$ cat config.mk
export PLATFORM = sky130hd
export DESIGN_NAME = rtc_top
export DESIGN_NICKNAME = d
export VERILOG_FILES = /design/src/hw/rtc_pkg.sv /design/src/hw/rtc_top.sv
export SDC_FILE = /design/constraint.sdc
export NUM_CORES = 1
export LEC_CHECK = 0
export BUFFER_PORTS_ARGS = -buffer_cell sky130_fd_sc_hd__buf_2
export CAP_MARGIN = 0
export CORE_AREA = 10 10 144 146
export CTS_CLUSTER_DIAMETER = 150
export DETAILED_ROUTE_END_ITERATION = 7
export DIE_AREA = 0 0 154 156
export PLACE_DENSITY = 0.69
export REMOVE_ABC_BUFFERS = 1
export SLEW_MARGIN = 30
export SYNTH_ARGS = -nofsm -noshare
export SYNTH_HDL_FRONTEND = slang
export SYNTH_SLANG_ARGS = --single-unit
$ cat constraint.sdc
create_clock -name clk_in -period 20.1 [get_ports clk_in]
set_input_delay 6.03 -clock clk_in [delete_from_list [all_inputs] [get_ports clk_in]]
set_output_delay 6.03 -clock clk_in [all_outputs]
set_load 0.01 [all_outputs]
$ cat src/hw/rtc_pkg.sv
// Shared constants and types for the real-time counter
package rtc_pkg;
  // ----------------------------------------
  // Register indices (byte address = 4 * index)
  // ----------------------------------------
  localparam logic [5:0] IDX_CTRL     = 6'h00;
  localparam logic [5:0] IDX_STATUS   = 6'h01;
  localparam logic [5:0] IDX_LEVELS   = 6'h02;
  localparam logic [5:0] IDX_FLAGS    = 6'h03;
  localparam logic [5:0] IDX_CNT      = 6'h08;
  localparam logic [5:0] IDX_PER      = 6'h0A;
  localparam logic [5:0] IDX_COMP     = 6'h0C;
  localparam logic [5:0] IDX_IRQCLR   = 6'h10;
  // ----------------------------------------
  // Field positions and widths
  // ----------------------------------------
  localparam int PRESC_W     = 3;
  localparam int BUSY_BIT    = 0;
  localparam int OVF_LVL_LSB = 0;
  localparam int CMP_LVL_LSB = 2;
  localparam int OVF_BIT     = 0;
  localparam int CMP_BIT     = 1;
  // Pending-update mask bits
  localparam int PD_CTRL = 0;
  localparam int PD_CNT  = 1;
  localparam int PD_PER  = 2;
  localparam int PD_COMP = 3;
  // ----------------------------------------
  // Reset values and timing
  // ----------------------------------------
  localparam logic [2:0]  CTRL_RST  = 3'h0;
  localparam logic [3:0]  INTC_RST  = 4'h0;
  localparam logic [15:0] PER_RST   = 16'hFFFF;
  localparam logic [15:0] COMP_RST  = 16'h0000;
  localparam logic [15:0] CNT_RST   = 16'h0000;
  localparam logic [1:0]  SYNC_REFS = 2'h2;
  // Prescale codes
  localparam logic [2:0] PS_OFF  = 3'h0;
  localparam logic [2:0] PS_D1   = 3'h1;
  localparam logic [2:0] PS_D2   = 3'h2;
  localparam logic [2:0] PS_D8   = 3'h3;
  localparam logic [2:0] PS_D16  = 3'h4;
  localparam logic [2:0] PS_D64  = 3'h5;
  localparam logic [2:0] PS_D256 = 3'h6;
  localparam logic [1:0] RESP_OK  = 2'h0;
  localparam logic [1:0] RESP_ERR = 2'h2;
  // Interrupt level group toward the interrupt controller
  typedef struct packed {
    logic [1:0] cmp_lvl;
    logic [1:0] ovf_lvl;
  } rtc_irq_t;
endpackage

$ cat src/hw/rtc_top.sv
// Real-time counter with AXI4-Lite register slave
`timescale 1ns/1ps
`default_nettype none
// Function
// A 16-bit counter advances on the prescaled reference clock and may wake or interrupt.
// Prescale code 0 stops the counter and codes 1 to 7 divide by 1, 2, 8, 16, 64, 256, 1024.
// The tick after count equals compare raises the compare flag and event.
// The tick after count equals period raises the overflow flag and event.
// The overflow reloads the count with zero.
// Events fire only every third match at period zero and every second at period one.
// With period two or more every match gives an event.
// Writes reach the counter only after synchronising to the reference clock.
// Status bit 0 shows busy while a count, control, period or compare update crosses.
// Compare level field at bits 3:2 enables the compare request while its flag is set.
// Software writes zero to reserved bits.
// Overflow level field at bits 1:0 enables the overflow request while its flag is set.
// Flags set on the tick after their condition and clear on vector or write of one.
// Software waits for busy clear before writing; updates act two reference edges later.
// A compare value above the period never gives a compare request or event.
// A level of zero keeps the request low; nonzero forwards it at that level.
// After reset the prescaler is off and both levels are disabled.
module rtc_top #(
  parameter int CNT_W  = 16,
  parameter int ADDR_W = 8
) (
  // Clock and reset
  input  wire logic              clk_in,
  input  wire logic              rst_in,
  // Reference clock, sampled as a level
  input  wire logic              ref_clk_in,
  // AXI4-Lite write
  input  wire logic              awvalid_in,
  output logic                   awready_out,
  input  wire logic [ADDR_W-1:0] awaddr_in,
  input  wire logic              wvalid_in,
  output logic                   wready_out,
  input  wire logic [31:0]       wdata_in,
  input  wire logic [3:0]        wstrb_in,
  output logic                   bvalid_out,
  input  wire logic              bready_in,
  output logic [1:0]             bresp_out,
  // AXI4-Lite read
  input  wire logic              arvalid_in,
  output logic                   arready_out,
  input  wire logic [ADDR_W-1:0] araddr_in,
  output logic                   rvalid_out,
  input  wire logic              rready_in,
  output logic [31:0]            rdata_out,
  output logic [1:0]             rresp_out,
  // Vector execution acknowledges
  input  wire logic              cmp_vec_ack_in,
  input  wire logic              ovf_vec_ack_in,
  // Interrupts, events, wake
  output rtc_pkg::rtc_irq_t      irq_lvl_out,
  output logic                   irq_out,
  output logic                   wake_out,
  output logic                   cmp_event_out,
  output logic                   ovf_event_out
);
  import rtc_pkg::*;

  // Index decode reads address bits 7:2, so narrower buses cannot work
  if (CNT_W != 16 || ADDR_W < 8) begin : g_bad_param
    $error("rtc_top: unsupported CNT_W or ADDR_W");
  end

  // ----------------------------------------
  // Declarations
  // ----------------------------------------
  logic              aw_hold_ff, w_hold_ff, bvalid_ff, rvalid_ff;
  logic [5:0]        awidx_ff;
  logic [31:0]       wdata_ff, rdata_ff;
  logic [3:0]        wstrb_ff;
  logic [1:0]        bresp_ff, rresp_ff;
  logic              wr_go, rd_go;
  logic [5:0]        rd_idx;
  logic [2:0]        ctrl_sh_ff, ctrl_ff;
  logic [CNT_W-1:0]  cnt_sh_ff, per_sh_ff, comp_sh_ff;
  logic [CNT_W-1:0]  cnt_ff, per_ff, comp_ff;
  logic [3:0]        intc_ff;
  logic [3:0]        pend_ff;
  logic [1:0]        sync_cnt_ff;
  logic              ref_d_ff, ref_rise, apply;
  logic [9:0]        pcnt_ff, pmask;
  logic              tick, ovf_hit, cmp_hit;
  logic [1:0]        flags_ff, clr_w1;
  logic [1:0]        hit, fire;
  logic [1:0]        ev_ph_ff [2];
  logic [1:0]        ev_ff;

  // ----------------------------------------
  // AXI4-Lite write path
  // ----------------------------------------
  assign awready_out = !aw_hold_ff && !bvalid_ff;
  assign wready_out  = !w_hold_ff && !bvalid_ff;
  assign wr_go       = aw_hold_ff && w_hold_ff && !bvalid_ff;
  assign bvalid_out  = bvalid_ff;
  assign bresp_out   = bresp_ff;

  always_ff @(posedge clk_in or posedge rst_in) begin
    if (rst_in) begin
      aw_hold_ff <= 1'b0;
      awidx_ff   <= 6'h00;
    end else if (awvalid_in && awready_out) begin
      aw_hold_ff <= 1'b1;
      awidx_ff   <= awaddr_in[7:2];
    end else if (wr_go) begin
      aw_hold_ff <= 1'b0;
    end
  end

  always_ff @(posedge clk_in or posedge rst_in) begin
    if (rst_in) begin
      w_hold_ff <= 1'b0;
      wdata_ff  <= 32'h0000_0000;
      wstrb_ff  <= 4'h0;
    end else if (wvalid_in && wready_out) begin
      w_hold_ff <= 1'b1;
      wdata_ff  <= wdata_in;
      wstrb_ff  <= wstrb_in;
    end else if (wr_go) begin
      w_hold_ff <= 1'b0;
    end
  end

  always_ff @(posedge clk_in or posedge rst_in) begin
    if (rst_in) begin
      bvalid_ff <= 1'b0;
      bresp_ff  <= RESP_OK;
    end else if (wr_go) begin
      bvalid_ff <= 1'b1;
      case (awidx_ff)
        IDX_CTRL, IDX_STATUS, IDX_LEVELS, IDX_FLAGS,
        IDX_CNT, IDX_PER, IDX_COMP, IDX_IRQCLR: bresp_ff <= RESP_OK;
        default: bresp_ff <= RESP_ERR;
      endcase
    end else if (bready_in) begin
      bvalid_ff <= 1'b0;
    end
  end

  // ----------------------------------------
  // Shadow registers, written at bus speed
  // ----------------------------------------
  // prescaler off, levels zero after reset
  always_ff @(posedge clk_in or posedge rst_in) begin
    if (rst_in) begin
      ctrl_sh_ff <= CTRL_RST;
      intc_ff    <= INTC_RST;
      cnt_sh_ff  <= CNT_RST;
      per_sh_ff  <= PER_RST;
      comp_sh_ff <= COMP_RST;
    end else if (wr_go && wstrb_ff[0]) begin
      case (awidx_ff)
        IDX_CTRL:    ctrl_sh_ff <= wdata_ff[PRESC_W-1:0];
        IDX_LEVELS:  intc_ff    <= wdata_ff[3:0];
        IDX_CNT:     cnt_sh_ff[7:0]  <= wdata_ff[7:0];
        IDX_PER:     per_sh_ff[7:0]  <= wdata_ff[7:0];
        IDX_COMP:    comp_sh_ff[7:0] <= wdata_ff[7:0];
        default: ;
      endcase
      if (wstrb_ff[1]) begin
        case (awidx_ff)
          IDX_CNT:  cnt_sh_ff[15:8]  <= wdata_ff[15:8];
          IDX_PER:  per_sh_ff[15:8]  <= wdata_ff[15:8];
          IDX_COMP: comp_sh_ff[15:8] <= wdata_ff[15:8];
          default: ;
        endcase
      end
    end else if (wr_go && wstrb_ff[1]) begin
      case (awidx_ff)
        IDX_CNT:  cnt_sh_ff[15:8]  <= wdata_ff[15:8];
        IDX_PER:  per_sh_ff[15:8]  <= wdata_ff[15:8];
        IDX_COMP: comp_sh_ff[15:8] <= wdata_ff[15:8];
        default: ;
      endcase
    end
  end

  // ----------------------------------------
  // Domain crossing of updates
  // ----------------------------------------
  assign ref_rise = ref_clk_in && !ref_d_ff;
  assign apply    = (pend_ff != 4'h0) && ref_rise && (sync_cnt_ff == SYNC_REFS - 2'h1);

  always_ff @(posedge clk_in or posedge rst_in) begin
    if (rst_in) begin
      ref_d_ff <= 1'b0;
    end else begin
      ref_d_ff <= ref_clk_in;
    end
  end

  // busy while any update waits
  always_ff @(posedge clk_in or posedge rst_in) begin
    if (rst_in) begin
      pend_ff     <= 4'h0;
      sync_cnt_ff <= 2'h0;
    end else if (wr_go && (awidx_ff == IDX_CTRL || awidx_ff == IDX_CNT ||
                           awidx_ff == IDX_PER || awidx_ff == IDX_COMP)) begin
      // A fresh write restarts the crossing
      // Bits applied in this same cycle must not load a second time
      pend_ff[PD_CTRL] <= (pend_ff[PD_CTRL] && !apply) || (awidx_ff == IDX_CTRL);
      pend_ff[PD_CNT]  <= (pend_ff[PD_CNT] && !apply) || (awidx_ff == IDX_CNT);
      pend_ff[PD_PER]  <= (pend_ff[PD_PER] && !apply) || (awidx_ff == IDX_PER);
      pend_ff[PD_COMP] <= (pend_ff[PD_COMP] && !apply) || (awidx_ff == IDX_COMP);
      sync_cnt_ff      <= 2'h0;
    end else if (apply) begin
      pend_ff     <= 4'h0;
      sync_cnt_ff <= 2'h0;
    end else if (pend_ff != 4'h0 && ref_rise) begin
      sync_cnt_ff <= sync_cnt_ff + 2'h1;
    end
  end

  // live values load only after the crossing
  always_ff @(posedge clk_in or posedge rst_in) begin
    if (rst_in) begin
      ctrl_ff <= CTRL_RST;
      per_ff  <= PER_RST;
      comp_ff <= COMP_RST;
    end else if (apply) begin
      if (pend_ff[PD_CTRL]) ctrl_ff <= ctrl_sh_ff;
      if (pend_ff[PD_PER])  per_ff  <= per_sh_ff;
      if (pend_ff[PD_COMP]) comp_ff <= comp_sh_ff;
    end
  end

  // ----------------------------------------
  // Prescaler and counter
  // ----------------------------------------
  // divisor mask per prescale code
  always_comb begin
    case (ctrl_ff)
      PS_D1:   pmask = 10'h000;
      PS_D2:   pmask = 10'h001;
      PS_D8:   pmask = 10'h007;
      PS_D16:  pmask = 10'h00F;
      PS_D64:  pmask = 10'h03F;
      PS_D256: pmask = 10'h0FF;
      default: pmask = 10'h3FF;
    endcase
  end

  assign tick    = ref_rise && (ctrl_ff != PS_OFF) && ((pcnt_ff & pmask) == pmask);
  assign ovf_hit = tick && (cnt_ff == per_ff);
  // compare above period is never a match
  assign cmp_hit = tick && (cnt_ff == comp_ff) && (comp_ff <= per_ff);

  always_ff @(posedge clk_in or posedge rst_in) begin
    if (rst_in) begin
      pcnt_ff <= 10'h000;
    end else if (ctrl_ff == PS_OFF) begin
      pcnt_ff <= 10'h000;
    end else if (ref_rise) begin
      pcnt_ff <= pcnt_ff + 10'h001;
    end
  end

  // count on each prescaled tick
  always_ff @(posedge clk_in or posedge rst_in) begin
    if (rst_in) begin
      cnt_ff <= CNT_RST;
    end else if (apply && pend_ff[PD_CNT]) begin
      cnt_ff <= cnt_sh_ff;
    end else if (ovf_hit) begin
      // wrap to zero
      cnt_ff <= CNT_RST;
    end else if (tick) begin
      cnt_ff <= cnt_ff + 16'h0001;
    end
  end

  // ----------------------------------------
  // Flags and interrupt requests
  // ----------------------------------------
  assign clr_w1 = (wr_go && wstrb_ff[0] &&
                   (awidx_ff == IDX_FLAGS || awidx_ff == IDX_IRQCLR)) ?
                  wdata_ff[1:0] : 2'h0;

  // set beats clear in the same cycle
  always_ff @(posedge clk_in or posedge rst_in) begin
    if (rst_in) begin
      flags_ff <= 2'h0;
    end else begin
      flags_ff[OVF_BIT] <= ovf_hit ||
        (flags_ff[OVF_BIT] && !clr_w1[OVF_BIT] && !ovf_vec_ack_in);
      // compare flag
      flags_ff[CMP_BIT] <= cmp_hit ||
        (flags_ff[CMP_BIT] && !clr_w1[CMP_BIT] && !cmp_vec_ack_in);
    end
  end

  // compare level gated by its flag
  assign irq_lvl_out.cmp_lvl = flags_ff[CMP_BIT] ? intc_ff[CMP_LVL_LSB +: 2] : 2'h0;
  // overflow level gated by its flag
  assign irq_lvl_out.ovf_lvl = flags_ff[OVF_BIT] ? intc_ff[OVF_LVL_LSB +: 2] : 2'h0;
  // level zero keeps the request low
  assign irq_out  = (irq_lvl_out.cmp_lvl != 2'h0) || (irq_lvl_out.ovf_lvl != 2'h0);
  assign wake_out = irq_out;

  // ----------------------------------------
  // Event decimation
  // ----------------------------------------
  // Events cross to the event fabric slowly, hence skipping at tiny periods
  assign hit = {cmp_hit, ovf_hit};
  for (genvar g = 0; g < 2; g++) begin : g_ev
    // every third at period 0, every second at period 1
    always_comb begin
      case (per_ff)
        16'h0000: fire[g] = hit[g] && (ev_ph_ff[g] == 2'h2);
        16'h0001: fire[g] = hit[g] && (ev_ph_ff[g] == 2'h1);
        // every match otherwise
        default:  fire[g] = hit[g];
      endcase
    end
    always_ff @(posedge clk_in or posedge rst_in) begin
      if (rst_in) begin
        ev_ph_ff[g] <= 2'h0;
      end else if (fire[g] || per_ff > 16'h0001) begin
        ev_ph_ff[g] <= 2'h0;
      end else if (hit[g]) begin
        ev_ph_ff[g] <= ev_ph_ff[g] + 2'h1;
      end
    end
  end

  always_ff @(posedge clk_in or posedge rst_in) begin
    if (rst_in) begin
      ev_ff <= 2'h0;
    end else begin
      ev_ff <= fire;
    end
  end
  // overflow event with its flag
  assign ovf_event_out = ev_ff[0];
  assign cmp_event_out = ev_ff[1];

  // ----------------------------------------
  // AXI4-Lite read path
  // ----------------------------------------
  assign arready_out = !rvalid_ff;
  assign rd_go       = arvalid_in && arready_out;
  assign rd_idx      = araddr_in[7:2];
  assign rvalid_out  = rvalid_ff;
  assign rdata_out   = rdata_ff;
  assign rresp_out   = rresp_ff;

  always_ff @(posedge clk_in or posedge rst_in) begin
    if (rst_in) begin
      rvalid_ff <= 1'b0;
      rdata_ff  <= 32'h0000_0000;
      rresp_ff  <= RESP_OK;
    end else if (rd_go) begin
      rvalid_ff <= 1'b1;
      rresp_ff  <= RESP_OK;
      rdata_ff  <= 32'h0000_0000;
      case (rd_idx)
        IDX_CTRL:     rdata_ff[2:0]  <= ctrl_sh_ff;
        IDX_STATUS:   rdata_ff[BUSY_BIT] <= (pend_ff != 4'h0);
        IDX_LEVELS:   rdata_ff[3:0]  <= intc_ff;
        IDX_FLAGS:    rdata_ff[1:0]  <= flags_ff;
        IDX_CNT:      rdata_ff[15:0] <= cnt_ff;
        IDX_PER:      rdata_ff[15:0] <= per_sh_ff;
        IDX_COMP:     rdata_ff[15:0] <= comp_sh_ff;
        IDX_IRQCLR:   ;
        default:      rresp_ff <= RESP_ERR;
      endcase
    end else if (rready_in) begin
      rvalid_ff <= 1'b0;
    end
  end
endmodule
`default_nettype wire

## Yosys cells after proc, flatten, opt, wreduce, memory -nomap -nowiden

Memories as Yosys holds them, arrays and structs flattened.
Cells that the tools add are included.

| storage, ports and cells | value |
|---|---|
| bits of input ports | 62 |
| output and inout port bits | 49 |
| bits in registers | 179 |
| ROM bits | 32 |
| memories kept | 1 |

Memories:

| memory | words | bits a word | read ports | clocked after memory_dff | wr ports | RTL line | source |
|---|---|---|---|---|---|---|---|
| (name not given) | 32 | 1 | 1 | 0 | 0 | rtc_top.sv:132 | `case (awidx_ff)` |

| operators by class | value |
|---|---|
| $add $sub $neg | 5 |
| eq/ne operators | 29 |
| bitwise gates (word level) | 1 |
| reductions and logical operators | 84 |
| magnitude comparators | 2 |
| muxes and demuxes | 46 |

Operators by type and width:

| kind | count |
|---|---|
| two-way mux 8 bit | 12 |
| one-hot mux 10 bit (6 select lines) | 1 |
| two-way mux 16 bit | 3 |
| == test 6 x 4 -> 1 bit, second input constant | 6 |
| one-hot mux 12 bit (3 select lines) | 1 |
| == test 16 bit | 2 |
| logical AND 1 bit | 32 |
| == test 6 x 2 -> 1 bit, second input constant | 4 |
| two-way mux 2 bit | 12 |
| nonzero test 2 bit | 11 |
| two-way mux 10 bit | 2 |
| AND reduction 2 bit | 9 |
| adder 16 x 1 -> 16 bit, second input constant | 1 |
| == test 16 x 1 -> 1 bit, second input constant | 1 |
| greater-than comparator 16 x 1 -> 1 bit, second input constant | 1 |
| <= comparator 16 bit | 1 |
| logical NOT 16 bit | 1 |
| logical OR 1 bit | 13 |
| == test 6 x 5 -> 1 bit, second input constant | 2 |
| logical NOT 6 bit | 2 |
| adder 10 x 1 -> 10 bit, second input constant | 1 |
| AND 10 bit | 1 |
| == test 10 bit | 1 |
| logical NOT 1 bit | 10 |
| 19 further kinds | 37 |

## Logic depth before layout (Yosys ltp)

Gate-level depths: netlist of run 1.

| logic depth | value |
|---|---|
| depth after elaboration | 11 |
| depth in mapped cells | 9 |

## Least setup slack after synthesis of run 1

OpenSTA, ideal clock, no wires.

| timing | value |
|---|---|
| kind | input-to-reg |
| start | input port ref_clk_in |
| end | register cnt_ff[10] |
| stages on the path | 9 |
| slack | 12501 ps |
| buffers on the path | 3 |
| arrival time | 7473 ps |
| required time | 19974 ps |
| cell sequence | nor2b_1 buf_2 and3_1 clkbuf_1 inv_1 nand2_1 buf_2 o21ai_0 a221o_1 |

| between the ends | value |
|---|---|
| cells in the longest elaborated chain, start to end | 6 |
| elaborated cells between the ends (all ways) | 10 |
| those cells by class | mux (2); reduce/logical (8) |

Ends and longest elaborated chain:

| element | RTL line | source |
|---|---|---|
| start: declaration | rtc_top.sv:30 | `input wire logic ref_clk_in,` |
| logical AND 1 bit (*) | rtc_top.sv:183 | `assign ref_rise = ref_clk_in && !ref_d_ff;` |
| logical AND 1 bit (2 in a row) | rtc_top.sv:245 | `assign tick = ref_rise && (ctrl_ff != PS_OFF) && ((pcnt_ff & pmask) == pmask);` |
| logical AND 1 bit | rtc_top.sv:246 | `assign ovf_hit = tick && (cnt_ff == per_ff);` |
| two-way mux 16 bit | rtc_top.sv:266 | `end else if (ovf_hit) begin` |
| two-way mux 16 bit | rtc_top.sv:264 | `end else if (apply && pend_ff[PD_CNT]) begin` |
| end signal: assignment | rtc_top.sv:265 | `cnt_ff <= cnt_sh_ff;` |
| end signal: assignment | rtc_top.sv:270 | `cnt_ff <= cnt_ff + 16'h0001;` |
| end: declaration | rtc_top.sv:79 | `logic [CNT_W-1:0] cnt_ff, per_ff, comp_ff;` |

Every way passes the cells marked *; elsewhere a longest branch is shown, timed or not.
A chain may end at the register's enable or synchronous reset.

## Worst setup path after layout of run 1

| timing | value |
|---|---|
| start | input port ref_clk_in |
| end | register cnt_ff[6] |

Same word-level chain as after synthesis.

==> flow_summary.yaml, run 1 <==
die:
  boundaryPins: 111
  start_util_pct: 49.55
  fp.dieW_um: 154
  placeableCoreArea_sq_um: 17840
  dieArea_sq_um: 24020
  dieHeight_um: 156
  rows: 49
grt:
  grt_pass1_vias: 6155
  grt_usage_pct: 16.80
  grt-ovfl-total: 0
  grt_max_degree: 63
  antenna_found_initial: 0
  grt_pass1_wl_mm: 32.85
sta:
  maxSlewHeadroom_pct: 41.43
  rsz0062_at_grt: "no"
  min_period_over_period_pct: 41.87
  finalMaxSlewViolations: 0
  hold_viol: 0
  skew_ns: 0.009384
  max_freq_mhz: 118.8
  worst_slew_pin_slew_ns: 0.8767
  finalCriticalPeriod_ns: 8.416
  finalSetupViolCount: 0
  setup_tns_ns: 0
  hold_ws_ns: 0.4999
logic_synthesis:
  syn_area_per_cell_sq_um: 11.30
  synth_seq_area_share_pct: 50.56
  synth_area_leaders: "dfrtp_1 41%, mux2_2 15%, dfstp_2 9.5%"
  synth_largest_area_cell: "dfrtp_1"
  yosysWarnings: 0
  synth.top_cell.area_share_pct: 41.05
  synth_seq_cells: 177
  syn_inst: 782
  synth_flop_cell: "dfrtp_1"
  synthArstFlopShare_pct: 100.0
  synth_edf_count: 0
  syn_area_sq_um: 8840
  ys_types: 60
route:
  ant_nets: 0
  drc: 0
  dr.pass1.iters: 7
  via_per_inst: 5.506
  drt_iter0_drc: 366
  avgRoutedWirePerCell_um: 18.23
  vias: 5952
  finalWirelength_mm: 19.70
finish:
  nNetsFinal: 919
  area_growth_pct: 11.54
  final_common_cell: "dfrtp_1"
  final_cell_mix: "145 x dfrtp_1, 118 x mux2_2, 70 x buf_2"
  antenna_cells: 0
  drive_above_1_share_pct: 31.34
pwr:
  power.internal_uw: 725.3
  p_sw_uw: 347.4
  swShare_pct: 32.39
  peakVddDrop_v: 0.00006648
  p_leak_nw: 4.721
  clkPwrFrac_pct: 29.3
  p_comb_share_pct: 20.6
  power_frac_seq_pct: 50.1
  power.density_nw_per_um2: 108.8
placement:
  port_buffers: 70
  place.gp.congestion: 0.9191
  hpwlAfterDp_mm: 14.18
clock_network:
  tritoncts: "yes"
  cts_resized: 0
  post_cts_buffers: 0
  hold_buffers: 0
  clk_pin_slew_ns: 0.07
  cts_buffers: 17
  clk_latency_ns: 0.43
  root_buffer: "clkbuf_16"
  htree_levels: 4
  cts_buffer_depth: 2
  clock_sinks: 177
flow_run:
  drv_cap: 0
hold_path:
  hp-class: "flip-flop to flip-flop"
  hp-start: "cnt_sh_ff[11]"
worst_setup_path:
  cp_data_arrival_time_ns: 8.73
  reg2reg_to: "cnt_ff[6]"
  cp_slowest_cell: "and3_1"
  crit_type: "input pin to flip-flop"
  startpoint: "ref_clk_in"
  worst_r2r_path_depth: 6
  crit_chain: "buf_2 > nor2b_1 > and3_1 > inv_1 > nand2_1 > o21ai_0 > a221o_1"
  crit_fanout: 17
  slowest_delay_ns: 0.74
  timing.rr.start: "ref_d_ff"
  worstPathRequired_ns: 20.42
  critical_path.endpoint: "cnt_ff[6]"
  cp-start-kind: "input pin"
  cp-end-kind: "flip-flop"
  r2r_slack_ns: 17.03
run_status:
  status: "complete, no violations"
-- power by group through the flow --
stage | Combinational (mW) | Sequential [mW] | Clock [mW]
6_report | 0.221 | 0.537 | 0.315
2_1_floorplan | 0.164 | 0.510 | 0
4_1_cts | 0.224 | 0.536 | 0.322
3_3_place_gp | 0.217 | 0.539 | 0
5_1_grt | 0.247 | 0.551 | 0.337
3_5_place_dp | 0.223 | 0.543 | 0
-- flip-flops by register name, indices dropped and copies added (netlist names), 6 cells and up --
register,flops
per_ff,16
comp_ff,16
comp_sh_ff,16
wdata_ff,16
cnt_sh_ff,16
per_sh_ff,16
cnt_ff,16
awidx_ff,6
rdata_out,16
pcnt_ff,10
-- kinds of logic (layout without fill, tap and decap cells) --
family	after synthesis	after routing	synth area share (%)
adders and majority gates	18	18	2.548
buffers and inverters	82	135	4.473
muxes	132	132	16.62
and+or+nand+nor	209	209	12.19
other	1	18	0.04242
AOI/OAI and AO/OA	122	122	9.512
DFF	177	177	50.56
xor gates and xnor gates	41	41	4.062
-- final cells by class --
type / count / area (sq um)
fillers: 1549 / 7981
flip-flops and latches: 177 / 4469
multi-input cells: 540 / 4048
clock buffers: 18 / 439.2
repair buffers: 74 / 380.4
well taps: 229 / 286.5
clock inverters: 14 / 122.6
inverters: 29 / 113.9
-- synth_stat cells (all sizes together) (3+ instances only) --
cell type,instances
xnor2,4
nand3,10
buf,27
nand2,40
nor2,67
xor2,37
nor3,8
nor3b,11
o211ai,3
nand4,9
nor2b,8
mux2i,14
ha,18
o21ai,22
dfstp,32
inv,29
a221o,14
a21boi,3
clkbuf,26
a21o,6
a21oi,50
mux2,118
nand3b,3
nor4,16
and3,13
and4,4
dfrtp,145
or3,3
and2,11
-- per-layer routing --
layer	global-route usage (%)	vias up	wire [um]	part of all wire (%)
met3	3.391	15	791	4.0
met4	4.858	0	225	1.1
met2	26.22	122	9197	47
met1	23.14	2943	9489	48
met5	0	-	0	0
li1	-	2872	-	-
-- critical path: cells and delay by family --
| family | cells | cell delay (ns) |
|---|---|---|
| buffers and inverters | 2 | 0.32 |
| AOI/OAI and AO/OA | 2 | 0.52 |
| and+or+nand+nor | 3 | 1.85 |
-- per-stage QoR --
step / setup WS [ns] / total power [mW] / cell area, sq um / cells / util [%]
floorplan: 9.321 / 0.6746 / 8617 / 746 / -
global placement: 11.32 / 0.7558 / 9291 / 1049 / 52.08
detailed placement: 11.26 / 0.7655 / 9296 / 1049 / 52.11
CTS: 11.70 / 1.082 / 9858 / 1081 / 55.26
global route: 11.53 / 1.135 / 9859 / 1081 / 55.26
finish: 11.68 / 1.073 / 9859 / 1081 / 55.26
-- worst min-delay path by stage --
stage	to	slack [ns]	cells after the start
floorplan	pend_ff[1]	0.46	1
global placement	cnt_ff[2]	0.49	1
detailed placement	cnt_ff[11]	0.49	1
CTS	cnt_ff[11]	0.50	1
global route	cnt_sh_ff[1]	0.53	1
finish	cnt_ff[11]	0.50	1
(Power assumes the default switching activity.)
==> inputs of run 2 (changes only) <==
==> constraint.sdc (replaced) <==
create_clock -name clk_in -period 7.95 [get_ports clk_in]
set_input_delay 2.385 -clock clk_in [delete_from_list [all_inputs] [get_ports clk_in]]
set_output_delay 2.385 -clock clk_in [all_outputs]
set_load 0.01 [all_outputs]
==> flow_summary.yaml, run 2 (synthesis gave the netlist of run 1 again) <==
grt:
  grt_usage_pct: 16.83
  grt_pass1_wl_mm: 32.78
  grt-ovfl-total: 0
  grt_max_degree: 100
  antenna_found_initial: 0
  grt_pass1_vias: 6217
pwr:
  power.density_nw_per_um2: 286.4
  p_sw_uw: 860.4
  p_comb_share_pct: 19.7
  peakVddDrop_v: 0.0001752
  power_mw: 2.853
  p_leak_nw: 4.771
  swShare_pct: 30.16
  power_frac_seq_pct: 47.7
  power.internal_mw: 1.993
  clkPwrFrac_pct: 32.6
finish:
  area_growth_pct: 12.68
  nNetsFinal: 919
  final_cell_mix: "145 x dfrtp_1, 118 x mux2_2, 70 x buf_2"
  drive_above_1_share_pct: 31.22
  final_common_cell: "dfrtp_1"
  antenna_cells: 0
clock_network:
  cts_buffers: 17
  hold_buffers: 0
  clock_sinks: 177
  cts_buffer_depth: 2
  cts_resized: 0
  post_cts_buffers: 0
  tritoncts: "yes"
  clk_pin_slew_ns: 0.06
  clk_latency_ns: 0.44
  htree_levels: 4
  root_buffer: "clkbuf_16"
sta:
  hold_viol: 0
  setup_tns_ns: 0
  maxSlewHeadroom_pct: 35.84
  finalSetupViolCount: 0
  min_period_over_period_pct: 60.68
  max_freq_mhz: 207.3
  skew_ns: 0.01050
  finalMaxSlewViolations: 0
  rsz0062_at_grt: "no"
  worst_slew_pin_slew_ns: 0.9605
  finalCriticalPeriod_ns: 4.824
worst_setup_path:
  crit_family: "simple AND/OR/NAND/NOR gates"
  cp_num_buf_inv: 2
  timing.rr.start: "ref_d_ff"
  crit_chain: "buf_2 > nor2b_1 > and3_1 > inv_1 > nand2_1 > o21ai_0 > a221o_1"
  worstPathRequired_ns: 8.26
  startpoint: "ref_clk_in"
  cp_data_arrival_time_ns: 5.14
  crit_type: "input pin to flip-flop"
  cp-start-kind: "input pin"
  cp_slowest_cell: "nor2b_1"
  crit_fanout: 17
  cp-end-kind: "flip-flop"
  slowest_delay_ns: 0.75
route:
  vias: 6023
  via_per_inst: 5.572
  dr.pass1.iters: 5
  drt_iter0_drc: 366
  drc: 0
  avgRoutedWirePerCell_um: 18.32
  ant_nets: 0
  finalWirelength_mm: 19.80
die:
  rows: 49
  boundaryPins: 111
  fp.dieW_um: 154
  start_util_pct: 49.55
  placeableCoreArea_sq_um: 17840
  dieArea_sq_um: 24020
  dieHeight_um: 156
placement:
  hpwlAfterDp_mm: 14.08
  place.gp.congestion: 0.9166
  port_buffers: 70
hold_path:
  hp-start: "cnt_sh_ff[2]"
  hp-class: "flip-flop to flip-flop"
run_status:
  status: "complete, no violations"
flow_run:
  drv_cap: 0
-- run 2: layout make-up --
cell class / instances / area (sq um)
multi-input combinational: 540 / 4048
inverter: 29 / 116.4
tap: 229 / 286.5
timing repair buffer: 74 / 380.4
fill: 1523 / 7880
clock buffer: 20 / 456.7
clock inverter: 12 / 203.9
sequential: 177 / 4469
-- run 2: path summary, 6_finish.rpt --
| check | endpoint | slack, ns | cells past startpoint |
|---|---|---|---|
| max | cnt_ff[13] | 3.13 | 7 |
| min | cnt_ff[2] | 0.51 | 1 |
| max reg2reg | cnt_ff[13] | 4.83 | 6 |
| min reg2reg | cnt_ff[2] | 0.51 | 1 |
| max in group asynchronous | per_sh_ff[5] | 4.85 | 3 |
| min in group asynchronous | cnt_sh_ff[1] | 2.07 | 2 |
-- run 2: metal layers --
metal  vias up  part of all wire, %  GRT usage [%]
met5         -                    0              0
met4         0                  1.3          5.308
met3        15                  4.8          4.191
met2       142                   46          26.10
met1      2995                   48          22.66
li1       2871                    -              -
-- run 2: power groups by stage --
stage	sequential, mW	combinational [mW]	clock (mW)
after global placement	1.36	0.550	0
final	1.36	0.562	0.931
after global routing	1.40	0.625	0.987
after detailed placement	1.37	0.565	0
after CTS	1.36	0.569	0.949
after floorplan	1.29	0.415	0
-- run 2: stage by stage --
stage	hold slack, ns	cell area (sq um)	setup WS [ns]	instances	util, %
after floorplan	0.4642	8617	0.8161	746	-
after global placement	0.4855	9291	2.757	1049	52.08
after detailed placement	0.4929	9296	2.790	1049	52.11
after CTS	0.5099	9957	3.162	1081	55.81
after global routing	0.5198	9961	2.953	1081	55.83
final	0.5067	9961	3.126	1081	55.83
==> inputs of run 3 (changes only) <==
--- a/config.mk
+++ b/config.mk
@@ -11,7 +11,7 @@
 export CTS_CLUSTER_DIAMETER = 150
 export DETAILED_ROUTE_END_ITERATION = 7
 export DIE_AREA = 0 0 154 156
-export PLACE_DENSITY = 0.69
+export PLACE_DENSITY = 0.72
 export REMOVE_ABC_BUFFERS = 1
 export SLEW_MARGIN = 30
 export SYNTH_ARGS = -nofsm -noshare
==> constraint.sdc (replaced) <==
create_clock -name clk_in -period 4.2 [get_ports clk_in]
set_input_delay 1.26 -clock clk_in [delete_from_list [all_inputs] [get_ports clk_in]]
set_output_delay 1.26 -clock clk_in [all_outputs]
set_load 0.01 [all_outputs]
==> flow_summary.yaml, run 3 (synthesis gave the netlist of run 1 again) <==
route:
  finalWirelength_mm: 19.69
  drt_iter0_drc: 459
  avgRoutedWirePerCell_um: 18.16
  dr.pass1.iters: 5
  ant_nets: 0
  drc: 0
  via_per_inst: 5.604
  vias: 6075
sta:
  min_period_over_period_pct: 69.80
  skew_ns: 0.006646
  hold_viol: 0
  max_freq_mhz: 341.1
  finalSetupViolCount: 0
  worst_slew_pin_slew_ns: 0.9365
  rsz0062_at_grt: "no"
  finalCriticalPeriod_ns: 2.932
  finalMaxSlewViolations: 0
  maxSlewHeadroom_pct: 37.57
worst_setup_path:
  crit_fanout: 4
  cp-end-kind: "output port"
  crit_type: "flip-flop to output port"
  worstPathRequired_ns: 2.94
  cp-start-kind: "flip-flop"
  cp_data_arrival_time_ns: 1.67
pwr:
  peakVddDrop_v: 0.0003185
  p_comb_share_pct: 19.7
  swShare_pct: 29.68
  clkPwrFrac_pct: 32.4
  power.internal_mw: 3.784
  p_leak_nw: 4.792
  p_sw_mw: 1.597
  power_mw: 5.381
  power_frac_seq_pct: 47.9
  power.density_nw_per_um2: 538.8
die:
  dieArea_sq_um: 24020
  dieHeight_um: 156
  fp.dieW_um: 154
  placeableCoreArea_sq_um: 17840
  rows: 49
  start_util_pct: 49.55
  boundaryPins: 111
placement:
  port_buffers: 70
  post_dp_cell_area_sq_um: 9331
  place.gp.congestion: 0.9039
  hpwlAfterDp_mm: 14.13
clock_network:
  cts_buffer_depth: 2
  clk_pin_slew_ns: 0.06
  hold_buffers: 0
  cts_buffers: 17
  htree_levels: 4
  clk_latency_ns: 0.43
  clock_sinks: 177
  post_cts_buffers: 0
  tritoncts: "yes"
  root_buffer: "clkbuf_16"
  cts_resized: 0
grt:
  grt-ovfl-total: 0
  grt_pass1_wl_mm: 32.51
  grt_max_degree: 76
  antenna_found_initial: 0
  grt_pass1_vias: 6187
  grt_usage_pct: 16.57
finish:
  area_growth_pct: 12.97
  antenna_cells: 0
  final_cell_mix: "145 x dfrtp_1, 118 x mux2_2, 70 x buf_2"
  final_common_cell: "dfrtp_1"
  final_area_sq_um: 9986
  drive_above_1_share_pct: 31.23
  nNetsFinal: 922
flow_run:
  drv_cap: 0
hold_path:
  hp-class: "flip-flop to flip-flop"
run_status:
  status: "complete, no violations"
-- run 3: changes by cell type in the layout (fill, tap and decap cells not counted), sizes merged --
cell      delta
clkbuf       +2
inv          -2
clkinvlp     -1
buf          +3
clkinv       +1
-- run 3: through the flow --
step           setup WS, ns  cells  setup TNS [ns]  utilization [%]  hold slack (ns)
6_report              1.268   1084               0            55.97           0.5038
5_1_grt               1.129   1084               0            55.97           0.5167
4_1_cts               1.245   1084               0            55.97           0.5039
3_5_place_dp         0.8526   1052               0            52.30           0.4896
3_3_place_gp         0.9024   1052               0            52.28           0.4851
2_1_floorplan        -1.809    746         -278.01                -           0.4642
-- run 3: layout make-up --
class	count	area (sq um)
Inverter	29	113.9
Fill cell	1510	7855
Timing Repair Buffer	77	415.4
Clock inverter	10	180.2
Tap cell	229	286.5
Sequential cell	177	4469
Multi-Input combinational cell	540	4046
Clock buffer	22	474.2
-- run 3: routing by layer --
| layer | track usage [%] | vias up | wire (um) |
|---|---|---|---|
| met1 | 22.36 | 3063 | 9364 |
| met4 | 6.028 | 0 | 361 |
| met5 | 0 | - | 0 |
| li1 | - | 2875 | - |
| met2 | 26.06 | 113 | 9254 |
| met3 | 3.088 | 24 | 709 |
-- run 3: power groups by stage --
| stage | clock, mW | combinational, mW | sequential, mW |
|---|---|---|---|
| after CTS | 1.78 | 1.07 | 2.58 |
| after global placement | 0 | 1.04 | 2.59 |
| after floorplan | 0 | 0.786 | 2.44 |
| after global routing | 1.84 | 1.18 | 2.64 |
| after detailed placement | 0 | 1.07 | 2.60 |
| final | 1.74 | 1.06 | 2.58 |
-- run 3: worst paths after layout --
path	slack [ns]	start	depth (start not counted)	to
worst max-delay path	1.27	flags_ff[1]	3	wake_out
worst min-delay path	0.50	cnt_sh_ff[11]	1	cnt_ff[11]
worst max register to register	1.66	per_ff[14]	8	ev_ph_ff[1]
worst min register to register	0.50	cnt_sh_ff[11]	1	cnt_ff[11]
max in group asynchronous	2.43	rst_in	3	per_sh_ff[6]
min in group asynchronous	0.94	rst_in	2	wdata_ff[2]
-- run 3: critical path, stage by stage, from the launching register on --
cell,delay (ns)
dfrtp_1,0.41
and2_1,0.17
or4_1,0.51
buf_2,0.16
